## config.mk

```make
export PLATFORM = sky130hd
export DESIGN_NAME = option_byte_config_decoder
export DESIGN_NICKNAME = d
export VERILOG_FILES = /design/src/opt_cfg_pkg.sv /design/src/opt_if.sv /design/src/option_fetch.sv /design/src/option_decode.sv /design/src/option_byte_config_decoder.sv
export SDC_FILE = /design/constraint.sdc
export NUM_CORES = 1
export LEC_CHECK = 0
export BUFFER_PORTS_ARGS = -buffer_cell sky130_fd_sc_hd__clkbuf_2
export CAP_MARGIN = 20
export CORE_UTILIZATION = 50
export CTS_CLUSTER_SIZE = 14
export DETAILED_ROUTE_END_ITERATION = 7
export PLACE_DENSITY = 0.89
export SLEW_MARGIN = 10
export SYNTH_ARGS = -nofsm -noshare
export SYNTH_HDL_FRONTEND = slang
export SYNTH_SLANG_ARGS = --single-unit
```

## constraint.sdc

```tcl
create_clock -name clk -period 4.9 [get_ports clk]
set_input_delay 1.225 -clock clk [delete_from_list [all_inputs] [get_ports clk]]
set_output_delay 1.225 -clock clk [all_outputs]
set_load 0.1 [all_outputs]
```

## src/opt_cfg_pkg.sv

```systemverilog
// Constants shared by the option byte loader, decoder and top level.
// Assumes a byte-wide flash read port and a 32-bit Wishbone register bus.
package opt_cfg_pkg;
	////////////////////////////////////////////////////////////////////////
	// Flash locations of the two option bytes
	localparam int FLASH_AW = 20;
	localparam logic [19:0] FLASH_WD_ADDR = 20'h000C0;
	localparam logic [19:0] FLASH_DC_ADDR = 20'h000C1;
	localparam logic [19:0] FLASH_SWAP_OFS = 20'h02000;
	////////////////////////////////////////////////////////////////////////
	// Watchdog option byte fields
	localparam int WD_IRQEN_BIT = 7;
	localparam int WD_WIN_LSB = 5;
	localparam int WD_AUTO_BIT = 4;
	localparam int WD_OVF_LSB = 1;
	localparam int WD_STBY_BIT = 0;
	////////////////////////////////////////////////////////////////////////
	// Detector and clock monitor option byte fields
	localparam int DC_HIGH_LSB = 5;
	localparam int DC_CMDIS_BIT = 4;
	localparam int DC_LOW_LSB = 2;
	localparam int DC_MODE_LSB = 0;
	////////////////////////////////////////////////////////////////////////
	// Register indexes; byte address is four times the index
	localparam int BUS_AW = 12;
	localparam logic [9:0] IDX_WD = 10'h0C0;
	localparam logic [9:0] IDX_DC = 10'h0C1;
	localparam logic [9:0] IDX_STAT = 10'h0C4;
	localparam logic [9:0] IDX_MASK = 10'h0C5;
	localparam logic [9:0] IDX_CTRL = 10'h0C6;
	localparam logic [9:0] IDX_DEC = 10'h0C7;
	////////////////////////////////////////////////////////////////////////
	// Status, mask and control layout
	localparam int STAT_W = 4;
	localparam int ST_LOADED = 0;
	localparam int ST_WIN_BAD = 1;
	localparam int ST_DET_BAD = 2;
	localparam int ST_INTERVAL = 3;
	localparam logic [3:0] MASK_RST = 4'h0;
	localparam int CTRL_IAC_BIT = 0;
	localparam logic CTRL_IAC_RST = 1'b0;
	////////////////////////////////////////////////////////////////////////
	typedef enum logic [1:0] {WIN_BAD = 2'b00, WIN_50 = 2'b01, WIN_75 = 2'b10,
		WIN_100 = 2'b11} window_e;
	typedef enum logic [1:0] {MODE_BAD = 2'b00, MODE_IRQ = 2'b01, MODE_IRQ_RST = 2'b10,
		MODE_RST = 2'b11} mode_e;
	typedef enum logic [2:0] {LVL0 = 3'b000, LVL1 = 3'b001, LVL2 = 3'b010, LVL3 = 3'b011,
		LVL4 = 3'b100, LVL5 = 3'b101, LVL_OFF = 3'b110, LVL_BAD = 3'b111} level_e;
endpackage

```

## src/opt_if.sv

```systemverilog
// Carries fetched option bytes and their decoded fields between modules.
// Assumes one clock domain; decoded fields are combinational.
`timescale 1ns/100ps
interface opt_if;
	logic [7:0] wdByte;
	logic [7:0] dcByte;
	logic loaded;
	opt_cfg_pkg::window_e window;
	opt_cfg_pkg::mode_e mode;
	opt_cfg_pkg::level_e level;
	logic windowBad;
	logic detBad;
	modport fetcher (output wdByte, dcByte, loaded);
	modport decoder (input wdByte, dcByte, output window, mode, level, windowBad, detBad);
	modport consumer (input wdByte, dcByte, loaded, window, mode, level, windowBad, detBad);
endinterface

```

## src/option_fetch.sv

```systemverilog
// Reads the two option bytes from flash once after reset release.
// Assumes the flash answers on clk; bootSwap is stable from same-clock logic.
`timescale 1ns/100ps
module option_fetch (
	// Clock and reset
	input wire logic clk,
	input wire logic srst,
	input wire logic clkEn,
	// Flash read port
	output logic flashReq,
	output logic [19:0] flashAddr,
	input wire logic flashAck,
	input wire logic [7:0] flashData,
	input wire logic bootSwap,
	// Fetched bytes
	opt_if.fetcher opt
);
	typedef enum logic [1:0] {FS_START = 2'b00, FS_WD = 2'b01, FS_DC = 2'b10,
		FS_DONE = 2'b11} fetch_e;
	typedef struct packed {
		fetch_e st;
		logic [19:0] base;
		logic [7:0] wd;
		logic [7:0] dc;
	} fetch_s;
	fetch_s q_r, q_nxt;

	always_comb begin
		q_nxt = q_r;
		case (q_r.st)
			// Strap caught one cycle after release
			FS_START: begin
				q_nxt.base = bootSwap ? opt_cfg_pkg::FLASH_SWAP_OFS : 20'h00000;
				q_nxt.st = FS_WD;
			end
			FS_WD: if (flashAck) begin
				q_nxt.wd = flashData;
				q_nxt.st = FS_DC;
			end
			FS_DC: if (flashAck) begin
				q_nxt.dc = flashData;
				q_nxt.st = FS_DONE;
			end
			// Held until the next reset
			FS_DONE: q_nxt = q_r;
			default: q_nxt.st = FS_START;
		endcase
	end

	always_ff @(posedge clk) begin
		if (srst) begin
			q_r <= '{st: FS_START, base: 20'h00000, wd: 8'h00, dc: 8'h00};
		end else if (clkEn) begin
			q_r <= q_nxt;
		end
	end

	assign flashReq = (q_r.st == FS_WD) || (q_r.st == FS_DC);
	assign flashAddr = q_r.base + ((q_r.st == FS_DC) ? opt_cfg_pkg::FLASH_DC_ADDR :
		opt_cfg_pkg::FLASH_WD_ADDR);
	assign opt.wdByte = q_r.wd;
	assign opt.dcByte = q_r.dc;
	assign opt.loaded = (q_r.st == FS_DONE);
endmodule

```

## src/option_decode.sv

```systemverilog
// Turns the two raw option bytes into watchdog and detector settings.
// Purely combinational; assumes bytes held stable by the fetch logic.
`timescale 1ns/100ps
module option_decode (
	// Raw bytes in, fields out
	opt_if.decoder opt
);
	function automatic opt_cfg_pkg::level_e levelOf(input logic [2:0] hi, input logic [1:0] lo);
		levelOf = opt_cfg_pkg::LVL_BAD;
		if (hi[2]) begin
			levelOf = opt_cfg_pkg::LVL_OFF;
		end else begin
			case ({hi[1:0], lo})
				4'b0001: levelOf = opt_cfg_pkg::LVL4;
				4'b0100: levelOf = opt_cfg_pkg::LVL2;
				4'b1000: levelOf = opt_cfg_pkg::LVL1;
				4'b1100: levelOf = opt_cfg_pkg::LVL0;
				4'b1101: levelOf = opt_cfg_pkg::LVL3;
				4'b1111: levelOf = opt_cfg_pkg::LVL5;
				default: levelOf = opt_cfg_pkg::LVL_BAD;
			endcase
		end
	endfunction

	logic [1:0] winCode;
	logic [1:0] modeCode;
	opt_cfg_pkg::level_e lvl;

	always_comb begin
		winCode = opt.wdByte[opt_cfg_pkg::WD_WIN_LSB +: 2];
		modeCode = opt.dcByte[opt_cfg_pkg::DC_MODE_LSB +: 2];
		lvl = levelOf(opt.dcByte[opt_cfg_pkg::DC_HIGH_LSB +: 3],
			opt.dcByte[opt_cfg_pkg::DC_LOW_LSB +: 2]);
		opt.window = opt_cfg_pkg::window_e'(winCode);
		opt.windowBad = (winCode == 2'b00);
		opt.mode = opt_cfg_pkg::mode_e'(modeCode);
		// Combined mode levels are not decoded here
		opt.level = (opt.mode == opt_cfg_pkg::MODE_IRQ_RST && lvl != opt_cfg_pkg::LVL_OFF) ?
			opt_cfg_pkg::LVL_BAD : lvl;
		// Level 5 with interrupt only is flagged as a bad image
		opt.detBad = (opt.mode == opt_cfg_pkg::MODE_BAD) ||
			(opt.level == opt_cfg_pkg::LVL_BAD) ||
			(opt.mode == opt_cfg_pkg::MODE_IRQ && opt.level == opt_cfg_pkg::LVL5);
	end
endmodule

```

## src/option_byte_config_decoder.sv

```systemverilog
// Top level: fetches the option bytes after reset, drives the watchdog,
// detector and clock monitor settings, and exposes them on Wishbone.
// Assumes flash port, watchdog tick and bus all run on clk.
//
// How it works
// - Standby count off forces the full 100% window, whatever window code.
// - Auto-start set keeps illegal access detection on regardless of control bit.
// - Interval interrupt and its flag only when the option enable bit is 1.
// - Second byte: high level 7:5, monitor disable 4, low level 3:2, mode 1:0.
// - Clock monitor runs when its disable bit is 0, stopped when 1.
// - Mode 01 interrupt, 10 interrupt plus reset, 11 reset, 00 forbidden.
// - Level select pairs map to detection levels 0 to 5 outside mode 10; others forbidden.
// - High level select 100 to 111 keeps the detector stopped.
// - Option bytes are read from flash automatically after power-on reset.
// - Window code 01 gives 50%, 10 gives 75%, 11 gives 100%.
// - Standby count off halts the counter in low-power modes.
`timescale 1ns/100ps
module option_byte_config_decoder (
	// Clock, reset, enable
	input wire logic clk,
	input wire logic srst,
	input wire logic clkEn,
	// Flash read port
	output logic flashReq,
	output logic [19:0] flashAddr,
	input wire logic flashAck,
	input wire logic [7:0] flashData,
	input wire logic bootSwap,
	// Wishbone slave
	input wire logic wb_cyc_i,
	input wire logic wb_stb_i,
	input wire logic wb_we_i,
	input wire logic [11:0] wb_adr_i,
	input wire logic [3:0] wb_sel_i,
	input wire logic [31:0] wb_dat_i,
	output logic [31:0] wb_dat_o,
	output logic wb_ack_o,
	// Watchdog side
	input wire logic wdtIntervalTick,
	input wire logic lowPowerMode,
	output logic wdtCounterRun,
	output logic [1:0] windowSelect,
	output logic [2:0] overflowTimeSelect,
	output logic intervalIrqReq,
	output logic intervalIrqFlag,
	output logic illegalAccessDetectEnable,
	// Detector and clock monitor
	output logic [1:0] detectorMode,
	output logic [2:0] detectLevel,
	output logic detectorRun,
	output logic clockMonitorRun,
	// Status
	output logic configValid,
	output logic irq
);
	////////////////////////////////////////////////////////////////////////
	// Submodules
	opt_if opt ();

	option_fetch u_fetch (
		.clk(clk),
		.srst(srst),
		.clkEn(clkEn),
		.flashReq(flashReq),
		.flashAddr(flashAddr),
		.flashAck(flashAck),
		.flashData(flashData),
		.bootSwap(bootSwap),
		.opt(opt.fetcher)
	);

	option_decode u_decode (
		.opt(opt.decoder)
	);

	////////////////////////////////////////////////////////////////////////
	// State
	typedef struct packed {
		logic ack;
		logic [31:0] rdData;
		logic [3:0] status;
		logic [3:0] mask;
		logic iaCtrl;
		logic loadedSeen;
		logic intPulse;
		logic cntRun;
		logic [1:0] window;
		logic [2:0] ovf;
		logic iaDet;
		logic [1:0] mode;
		logic [2:0] level;
		logic detRun;
		logic cmRun;
		logic valid;
		logic irq;
	} top_s;
	top_s q_r, q_nxt;

	localparam top_s TOP_RST = '{
		ack: 1'b0,
		rdData: 32'h0000_0000,
		status: 4'h0,
		mask: opt_cfg_pkg::MASK_RST,
		iaCtrl: opt_cfg_pkg::CTRL_IAC_RST,
		loadedSeen: 1'b0,
		intPulse: 1'b0,
		cntRun: 1'b0,
		window: 2'h3,
		ovf: 3'h0,
		iaDet: 1'b0,
		mode: 2'h0,
		level: 3'h6,
		detRun: 1'b0,
		cmRun: 1'b0,
		valid: 1'b0,
		irq: 1'b0
	};

	////////////////////////////////////////////////////////////////////////
	// Helpers
	function automatic logic hit(input logic [11:0] adr, input logic [9:0] idx);
		hit = (adr[11:2] == idx);
	endfunction

	logic access;
	logic wrCycle;
	logic rdCycle;
	logic newLoad;
	logic intervalEn;
	logic standbyEn;
	logic autoStart;
	logic [3:0] setBits;
	logic [31:0] decWord;
	logic [31:0] rdMux;

	always_comb begin
		// Act on the cycle the ack is issued; master holds the request until then
		access = wb_cyc_i && wb_stb_i && !q_r.ack;
		wrCycle = access && wb_we_i && wb_sel_i[0];
		rdCycle = access && !wb_we_i;
		newLoad = opt.loaded && !q_r.loadedSeen;
		intervalEn = opt.wdByte[opt_cfg_pkg::WD_IRQEN_BIT];
		standbyEn = opt.wdByte[opt_cfg_pkg::WD_STBY_BIT];
		autoStart = opt.wdByte[opt_cfg_pkg::WD_AUTO_BIT];
		setBits = 4'h0;
		setBits[opt_cfg_pkg::ST_LOADED] = newLoad;
		setBits[opt_cfg_pkg::ST_WIN_BAD] = newLoad && opt.windowBad;
		setBits[opt_cfg_pkg::ST_DET_BAD] = newLoad && opt.detBad;
		// Tick ignored unless the option byte enables it
		setBits[opt_cfg_pkg::ST_INTERVAL] = opt.loaded && intervalEn && wdtIntervalTick;
		decWord = 32'h0000_0000;
		decWord[1:0] = q_r.window;
		decWord[4:2] = q_r.level;
		decWord[6:5] = q_r.mode;
		decWord[7] = q_r.cntRun;
		decWord[8] = q_r.detRun;
		decWord[9] = q_r.cmRun;
		decWord[10] = q_r.iaDet;
		decWord[11] = q_r.valid;
	end

	////////////////////////////////////////////////////////////////////////
	// Read mux; unmapped addresses read as zero
	always_comb begin
		rdMux = 32'h0000_0000;
		if (hit(wb_adr_i, opt_cfg_pkg::IDX_WD)) begin
			rdMux[7:0] = opt.wdByte;
		end else if (hit(wb_adr_i, opt_cfg_pkg::IDX_DC)) begin
			rdMux[7:0] = opt.dcByte;
		end else if (hit(wb_adr_i, opt_cfg_pkg::IDX_STAT)) begin
			rdMux[3:0] = q_r.status;
		end else if (hit(wb_adr_i, opt_cfg_pkg::IDX_MASK)) begin
			rdMux[3:0] = q_r.mask;
		end else if (hit(wb_adr_i, opt_cfg_pkg::IDX_CTRL)) begin
			rdMux[opt_cfg_pkg::CTRL_IAC_BIT] = q_r.iaCtrl;
		end else if (hit(wb_adr_i, opt_cfg_pkg::IDX_DEC)) begin
			rdMux = decWord;
		end
	end

	////////////////////////////////////////////////////////////////////////
	// Next state
	always_comb begin
		q_nxt = q_r;
		q_nxt.ack = access;
		if (rdCycle) begin
			q_nxt.rdData = rdMux;
		end
		q_nxt.loadedSeen = opt.loaded;
		q_nxt.intPulse = setBits[opt_cfg_pkg::ST_INTERVAL];

		// Read clears status; a coincident set survives
		if (rdCycle && hit(wb_adr_i, opt_cfg_pkg::IDX_STAT)) begin
			q_nxt.status = setBits;
		end else begin
			q_nxt.status = q_r.status | setBits;
		end

		// Option byte addresses are read-only
		if (wrCycle && hit(wb_adr_i, opt_cfg_pkg::IDX_MASK)) begin
			q_nxt.mask = wb_dat_i[3:0];
		end
		if (wrCycle && hit(wb_adr_i, opt_cfg_pkg::IDX_CTRL)) begin
			q_nxt.iaCtrl = wb_dat_i[opt_cfg_pkg::CTRL_IAC_BIT];
		end

		// Settings follow the fetched bytes, frozen until reset; cntRun also tracks lowPowerMode and iaDet the control bit
		q_nxt.valid = opt.loaded;
		if (opt.loaded) begin
			// Window choice only honoured with standby counting on
			q_nxt.window = standbyEn ? opt.window : opt_cfg_pkg::WIN_100;
			q_nxt.ovf = opt.wdByte[opt_cfg_pkg::WD_OVF_LSB +: 3];
			// Counter halts in low-power modes without standby counting
			q_nxt.cntRun = autoStart && (standbyEn || !lowPowerMode);
			q_nxt.iaDet = autoStart || q_r.iaCtrl;
			q_nxt.mode = opt.mode;
			q_nxt.level = opt.level;
			// A bad image keeps the detector off rather than guess a level
			q_nxt.detRun = (opt.level != opt_cfg_pkg::LVL_OFF) && !opt.detBad;
			q_nxt.cmRun = !opt.dcByte[opt_cfg_pkg::DC_CMDIS_BIT];
		end else begin
			q_nxt.iaDet = q_r.iaCtrl;
		end

		q_nxt.irq = |(q_nxt.status & q_nxt.mask);
	end

	always_ff @(posedge clk) begin
		if (srst) begin
			q_r <= TOP_RST;
		end else if (clkEn) begin
			q_r <= q_nxt;
		end
	end

	////////////////////////////////////////////////////////////////////////
	// Outputs
	assign wb_ack_o = q_r.ack;
	assign wb_dat_o = q_r.rdData;
	assign wdtCounterRun = q_r.cntRun;
	assign windowSelect = q_r.window;
	assign overflowTimeSelect = q_r.ovf;
	assign intervalIrqReq = q_r.intPulse;
	assign intervalIrqFlag = q_r.status[opt_cfg_pkg::ST_INTERVAL];
	assign illegalAccessDetectEnable = q_r.iaDet;
	assign detectorMode = q_r.mode;
	assign detectLevel = q_r.level;
	assign detectorRun = q_r.detRun;
	assign clockMonitorRun = q_r.cmRun;
	assign configValid = q_r.valid;
	assign irq = q_r.irq;
endmodule

```

==> metrics.md, run 1 <==
| Metric | Value |
|---|---|
| Crit end category | `flip-flop` |
| DR iter-0 viols | `271` |
| Setup Viol. Count Final | `0` |
| Setup crit start kind | `primary input` |
| Final period utilization | `0.584` |
| Largest net degree at the start of global routing | `59` |
| Total die area | `6640 µm²` |
| CP Data Required Time | `5.13 ns` |
| CP Class | `primary input to flip-flop` |
| Delay-heaviest family, CP | `simple AND/OR/NAND/NOR gates` |
| Syn-to-layout area delta | `8.72%` |
| Max_cap viols | `0` |
| Std cell rows | `28` |
| Slew margin rel. | `0.431` |
| Clock Latency Late Sink | `0.34 ns` |
| GRT Max-Usage Layer | `met2` |
| Top-area cell type share of the netlist area | `0.368` |
| Detailed Route WL | `7270 µm` |
| Synthesized area | `3160 µm²` |
| Yosys reg bits | `58` |
| Drt via density | `5.48` |
| Slew Viols, Final | `0` |
| First drt pass iteration count | `4` |
| H-Tree Level Count | `3` |
| Met1 Use GR | `0.305` |
| Total core area | `5990 µm²` |
| Endpoints failing hold | `0` |
| CTS sink cnt | `58` |
| Register Area | `1160 µm²` |
| RSZ-0062 raised after global routing | `false` |
| Filler instances | `565` |
| Die width | `81.5 µm` |
| Syn_area_per_cell | `8.27 µm²` |
| Async SR Flop Fraction | `0` |
| Sequential cell area fraction in the yosys report | `0.368` |
| DRC viols | `0` |
| Leakage Power | `1.50 nW` |
| TritonCTS Buffers | `9` |
| Worst stage delay on the critical path | `0.60 ns` |
| Final #Nets | `489` |
| Number of flops mapped to enable cells by yosys | `0` |
| Hold buffers post-CTS | `0` |
| Status | `completed` |
| CTS root buf | `clkbuf_8` |
| Slew @ Worst Pin | `0.847 ns` |
| HP Class | `flip-flop to flip-flop` |
| Footprint of the multi-input gates | `1590 µm²` |
| Die height | `81.5 µm` |
| CP cell instances | `clkbuf_2, nor3_4, nand3_2, nor4_4, mux2i_1, o22ai_1, o31a_1` |
| Bufs and invs on worst path | `1` |
| F_max | `349 MHz` |
| Place WS | `1.69 ns` |
| Syn Inst Count | `382` |
| Most common cell after layout, fill and taps aside | `clkbuf_2` |
| Share of cells above drive strength 1 | `0.210` |
| Initial antenna violation count | `0` |
| Post-CTS setup buffer count | `0` |
| Gp weighted congestion | `0.884` |
| Most frequent cells in the layout | `66 x clkbuf_2, 58 x dfxtp_1, 45 x nor2_1` |
| P per Cell Area | `356 nW/µm²` |
| GRT Resource Usage Total | `0.223` |
| Final Skew | `0.00620 ns` |
| Top Ports | `138` |
| Vias in the first global route | `2308` |
| Max Buffers Root-to-Sink | `2` |
| Detail Placement HPWL | `5310 µm` |
| Cell variety after synth | `44` |
| CP max-delay cell | `nor4_4` |
| Ys flop type | `dfxtp_1` |
| Global-route wire length before repair | `11200 µm` |
| Largest cells by area after synthesis | `dfxtp_1 37%, buf_4 15%, mux2i_1 7.9%` |
| Worst vdd ir | `0.252 mV` |
| Yosys warning count | `0` |
| Fin crit period | `2.86 ns` |
| Total gr overflow | `0` |
| Grt met2 use | `0.341` |
| Routing usage on met3 | `0.0411` |
| DR WL/cell | `14.6 µm` |
| Worst Path Arrival | `3.09 ns` |
| Area leader, netlist | `dfxtp_1` |
| CTS tree | `yes` |
| Initial core utilization | `0.527` |
| PortBufs | `66` |
| Post-DRT Antenna Nets | `0` |
| CTS resizes | `0` |
| Fin Setup TNS | `0 ns` |
| Clock transition at path regs | `0.06 ns` |
| DR vias | `2731` |
| Final worst slack | `2.04 ns` |
| Critical path fanouts, max | `9` |
| Antenna cells | `0` |
state kept, by name (all words and copies together), names as in the netlist:
signal                     flops
clockMonitorRun                1
q_r                            8
wb_ack_o                       1
intervalIrqReq                 1
intervalIrqFlag                1
irq                            1
u_fetch.q_r                    3
windowSelect                   2
detectLevel                    3
detectorMode                   2
detectorRun                    1
u_fetch.opt.wdByte             8
illegalAccessDetectEnable      1
configValid                    1
u_fetch.opt.dcByte             8
wdtCounterRun                  1
overflowTimeSelect             3
wb_dat_o                      12
worst min-delay path, delay by kind of cell, from the launching register on:
kind | cells | cell delay (ns)
flops | 1 | 0.31
simple gates | 1 | 0.05
compound gates | 1 | 0.05
final timing paths:
check	slack, ns	end	depth (start not counted)	start
setup / recovery	2.04	irq$_SDFFE_PP0P_	7	wb_adr_i[5]
hold / removal	0.45	wb_dat_o[1]$_SDFFE_PP0P_	2	wb_dat_o[1]$_SDFFE_PP0P_
setup reg to reg	2.73	detectLevel[2]$_SDFFE_PP1P_	5	u_fetch.q_r[36]$_SDFFE_PP0P_
hold reg to reg	0.45	wb_dat_o[1]$_SDFFE_PP0P_	2	wb_dat_o[1]$_SDFFE_PP0P_
layer usage:
metal  routed length, µm  vias up  share of wire
met5                   0        -              0
met4                 132        0          0.018
met3                 592       16          0.081
met2                3460      132           0.48
met1                3090     1288           0.42
li1                    -     1295              -
cells by family (layout without fill, tap and decap cells):
family	count (synthesis)	in the layout	synth area share
AND/OR/NAND/NOR	135	135	0.206
buffers and inverters	84	89	0.173
AO/OA/AOI/OAI	73	73	0.152
flip-flops	58	58	0.368
multiplexers	25	25	0.0792
adder cells (fa/ha/maj)	5	5	0.0198
other	2	38	0.00238
cell usage after synthesis, types with 2 or more instances:
master / count
nand3_1: 10
nand2b_1: 6
nand2_1: 39
nor2_1: 45
o21bai_1: 2
nor2b_1: 3
a32oi_1: 3
nor3_1: 10
ha_1: 5
a221oi_1: 4
a21oi_1: 31
mux2i_1: 25
o31ai_1: 2
o22ai_1: 4
nand4_1: 2
a211oi_1: 7
nor3b_1: 4
or2_2: 3
a22oi_1: 9
conb_1: 2
clkbuf_1: 16
and2_1: 2
or3_1: 4
dfxtp_1: 58
inv_1: 6
o211ai_1: 2
buf_4: 61
layout make-up:
class,instances,area share
clock buffer,11,0.0412
inverter,6,0.00656
clock inverter,5,0.0226
multi-input combinational,276,0.462
sequential,58,0.338
timing repair buffer,67,0.102
tap,75,0.0273
metrics by stage:
step,hold WS [ns],total power [W],instance area [µm²],util,instances
after floorplan,0.432,0.000738,3290,-,418
after global placement,0.442,0.000740,3190,0.533,481
after detailed placement,0.446,0.000744,3190,0.533,481
after CTS,0.454,0.00123,3410,0.570,497
after global routing,0.478,0.00126,3430,0.573,498
final,0.454,0.00122,3430,0.573,498
where the power goes:
group | total [W] | switching, W | internal [W]
clock network | 0.000485 | 0.000186 | 0.000298
logic | 0.000248 | 0.000214 | 0.0000343
registers | 0.000489 | 0.00000905 | 0.000480
(Power assumes the default switching activity.)
==> run 2, diff against run 1 <==
CORE_UTILIZATION = 43   (was 50)
PLACE_DENSITY = 0.81   (was 0.89)
clock period = 2.4 ns   (was 4.9 ns; I/O delays follow)
==> metrics.md, run 2 (same netlist as run 1, synthesis figures left out) <==
| Metric | Value |
|---|---|
| Status | `completed` |
| Detail Placement HPWL | `5470 µm (+3.1%)` |
| Placed Cells | `514 (+6.9%)` |
| Fin Setup TNS | `0 ns (unchanged)` |
| Fin crit period | `2.21 ns` |
| CTS sink cnt | `58 (unchanged)` |
| Initial antenna violation count | `0 (unchanged)` |
| Total core area | `6940 µm² (+16%)` |
| HP Class | `flip-flop to flip-flop` |
| Largest net degree at the start of global routing | `34 (-42%)` |
| Std cell rows | `30 (+7.1%)` |
| Worst stage delay on the critical path | `0.45 ns (-0.15 ns)` |
| Footprint of the multi-input gates | `1590 µm² (unchanged)` |
| Critical path fanouts, max | `5 (-4)` |
| Most frequent cells in the layout | `66 x clkbuf_2, 58 x dfxtp_1, 45 x nor2_1` |
| Crit end category | `primary output` |
| H-Tree Level Count | `3 (unchanged)` |
| Drt via density | `5.12 (-6.7%)` |
| Share of cells above drive strength 1 | `0.233 (+0.0223)` |
| Register Area | `1160 µm² (unchanged)` |
| First drt pass iteration count | `4 (unchanged)` |
| Die height | `87.7 µm (+7.6%)` |
| RR Startpoint | `u_fetch.opt.dcByte[5]$_SDFFE_PP0P_` |
| Syn-to-layout area delta | `12.8%` |
| Finished Layout Cells | `530 (+6.4%)` |
| Most common cell after layout, fill and taps aside | `clkbuf_2` |
| Final Skew | `0.00989 ns (+0.00369 ns)` |
| Die width | `87.7 µm (+7.6%)` |
| Detailed Route WL | `7240 µm (-0.41%)` |
| Total gr overflow | `0 (unchanged)` |
| Final period utilization | `0.919` |
| Clock network power share | `0.412 (+0.015)` |
| Antenna cells | `0 (unchanged)` |
| F_max | `453 MHz` |
| Clock transition at path regs | `0.07 ns (about the same)` |
| CTS tree | `yes` |
| Worst vdd ir | `0.245 mV (-2.7%)` |
| DR vias | `2713 (-0.66%)` |
| Setup crit start kind | `flip-flop` |
| Slew margin rel. | `0.522 (+0.0913)` |
| Worst Path Arrival | `1.61 ns (-1.48 ns)` |
| Post-DRT Antenna Nets | `0 (unchanged)` |
| Initial core utilization | `0.455 (-0.0724)` |
| Hold path depth | `2 (unchanged)` |
| Finished layout cell area | `3560 µm² (+3.7%)` |
| Switching pwr | `0.000847 W (+110%)` |
| Clock Latency Late Sink | `0.35 ns (about the same)` |
| CP max-delay cell | `clkbuf_2` |
| P_int | `0.00172 W (+110%)` |
| CP cell instances | `inv_1, ha_1, clkbuf_2` |
| CTS root buf | `clkbuf_8` |
| CTS resizes | `0 (unchanged)` |
| Leakage Power | `1.56 nW (+4.1%)` |
| Final #Nets | `500 (+2.2%)` |
| Total die area | `7690 µm² (+16%)` |
| Slew @ Worst Pin | `0.717 ns (-0.130 ns)` |
| Cell count of the worst reg-to-reg path | `6 (+1)` |
| R2R Setup Slk | `0.57 ns (-2.16 ns)` |
| Sw Share | `0.329 (-0.00545)` |
| Max Buffers Root-to-Sink | `2 (unchanged)` |
| Post-CTS setup buffer count | `0 (unchanged)` |
| Slew Viols, Final | `0 (unchanged)` |
| Sequential fraction of design power | `0.388 (-0.012)` |
| GRT Resource Usage Total | `0.202 (-0.0212)` |
| P per Cell Area | `722 nW/µm² (+100%)` |
| Max FFs per register | `12 (unchanged)` |
| PortBufs | `66 (unchanged)` |
| TritonCTS Buffers | `9 (unchanged)` |
| Combinational Power Share | `0.200 (-0.003)` |
| DR WL/cell | `13.7 µm (-6.4%)` |
| Gp weighted congestion | `0.970 (+9.7%)` |
| CP Data Required Time | `1.80 ns (-3.33 ns)` |
| Top Ports | `138 (unchanged)` |
| Global-route wire length before repair | `11600 µm (+3.7%)` |
| Vias in the first global route | `2377 (+3.0%)` |
| RSZ-0062 raised after global routing | `false` |
| Worst reg2reg endpoint | `irq$_SDFFE_PP0P_` |
| DRC viols | `0 (unchanged)` |
| Hold buffers post-CTS | `0 (unchanged)` |
| End of the worst hold path | `u_fetch.q_r[29]$_SDFFE_PP0P_` |
| CP Class | `flip-flop to primary output` |
| Finished Core Util | `0.513 (-0.0603)` |
| Endpoints failing hold | `0 (unchanged)` |
| Filler instances | `654 (+16%)` |
| Placed instance area | `3320 µm² (+4.0%)` |
| Max_cap viols | `0 (unchanged)` |
| Setup Viol. Count Final | `0 (unchanged)` |
| Min-delay src | `u_fetch.q_r[29]$_SDFFE_PP0P_` |
| DR iter-0 viols | `175 (-35%)` |
-- run 2: cell count changes in the layout (fill, tap and decap cells not counted), sizes merged --
cell    delta
buf       +11
clkinv     -1
clkbuf     +1
-- run 2: final cells by class --
type                       count  share of cell area
multi-input combinational    276               0.446
sequential                    58               0.326
timing repair buffer          78               0.122
clock buffer                  12              0.0464
tap                           96              0.0337
clock inverter                 4              0.0204
inverter                       6             0.00632
-- run 2: power groups by stage --
stage / Combinational (W) / Sequential (W) / Clock, W
2_1_floorplan: 0.000477 / 0.00103 / 0
3_3_place_gp: 0.000507 / 0.00102 / 0
3_5_place_dp: 0.000512 / 0.00102 / 0
4_1_cts: 0.000513 / 0.000998 / 0.00108
5_1_grt: 0.000539 / 0.00100 / 0.00112
6_report: 0.000513 / 0.000998 / 0.00106
-- run 2: worst max-delay path, delay by kind of cell, from the launching register on --
kind       cells  cell delay, ns
buf+inv        2            0.54
flops          1            0.41
fa+ha+maj      1            0.30
-- run 2: how the worst max path moves through the flow --
stage / startpoint / endpoint
floorplan: wb_ack_o$_SDFFE_PP0P_ / irq$_SDFFE_PP0P_
global placement: wb_adr_i[6] / irq$_SDFFE_PP0P_
detailed placement: wb_adr_i[6] / irq$_SDFFE_PP0P_
CTS: u_fetch.q_r[36]$_SDFFE_PP0P_ / flashReq
global route: u_fetch.q_r[37]$_SDFFE_PP0P_ / flashReq
finish: u_fetch.q_r[36]$_SDFFE_PP0P_ / flashReq
-- run 2: per-stage QoR --
stage,total power (W),worst slack (ns),hold slack (ns)
2_1_floorplan,0.00151,0.124,0.432
3_5_place_dp,0.00153,0.137,0.448
6_report,0.00257,0.194,0.452
5_1_grt,0.00266,0.128,0.479
3_3_place_gp,0.00152,0.170,0.441
4_1_cts,0.00259,0.173,0.455
-- run 2: routing by layer --
layer	vias to the layer above	global-route usage	wire [µm]
li1	1322	-	-
met1	1270	0.260	3330
met2	107	0.304	3270
met3	14	0.0631	474
met4	0	0.101	162
met5	-	0	0
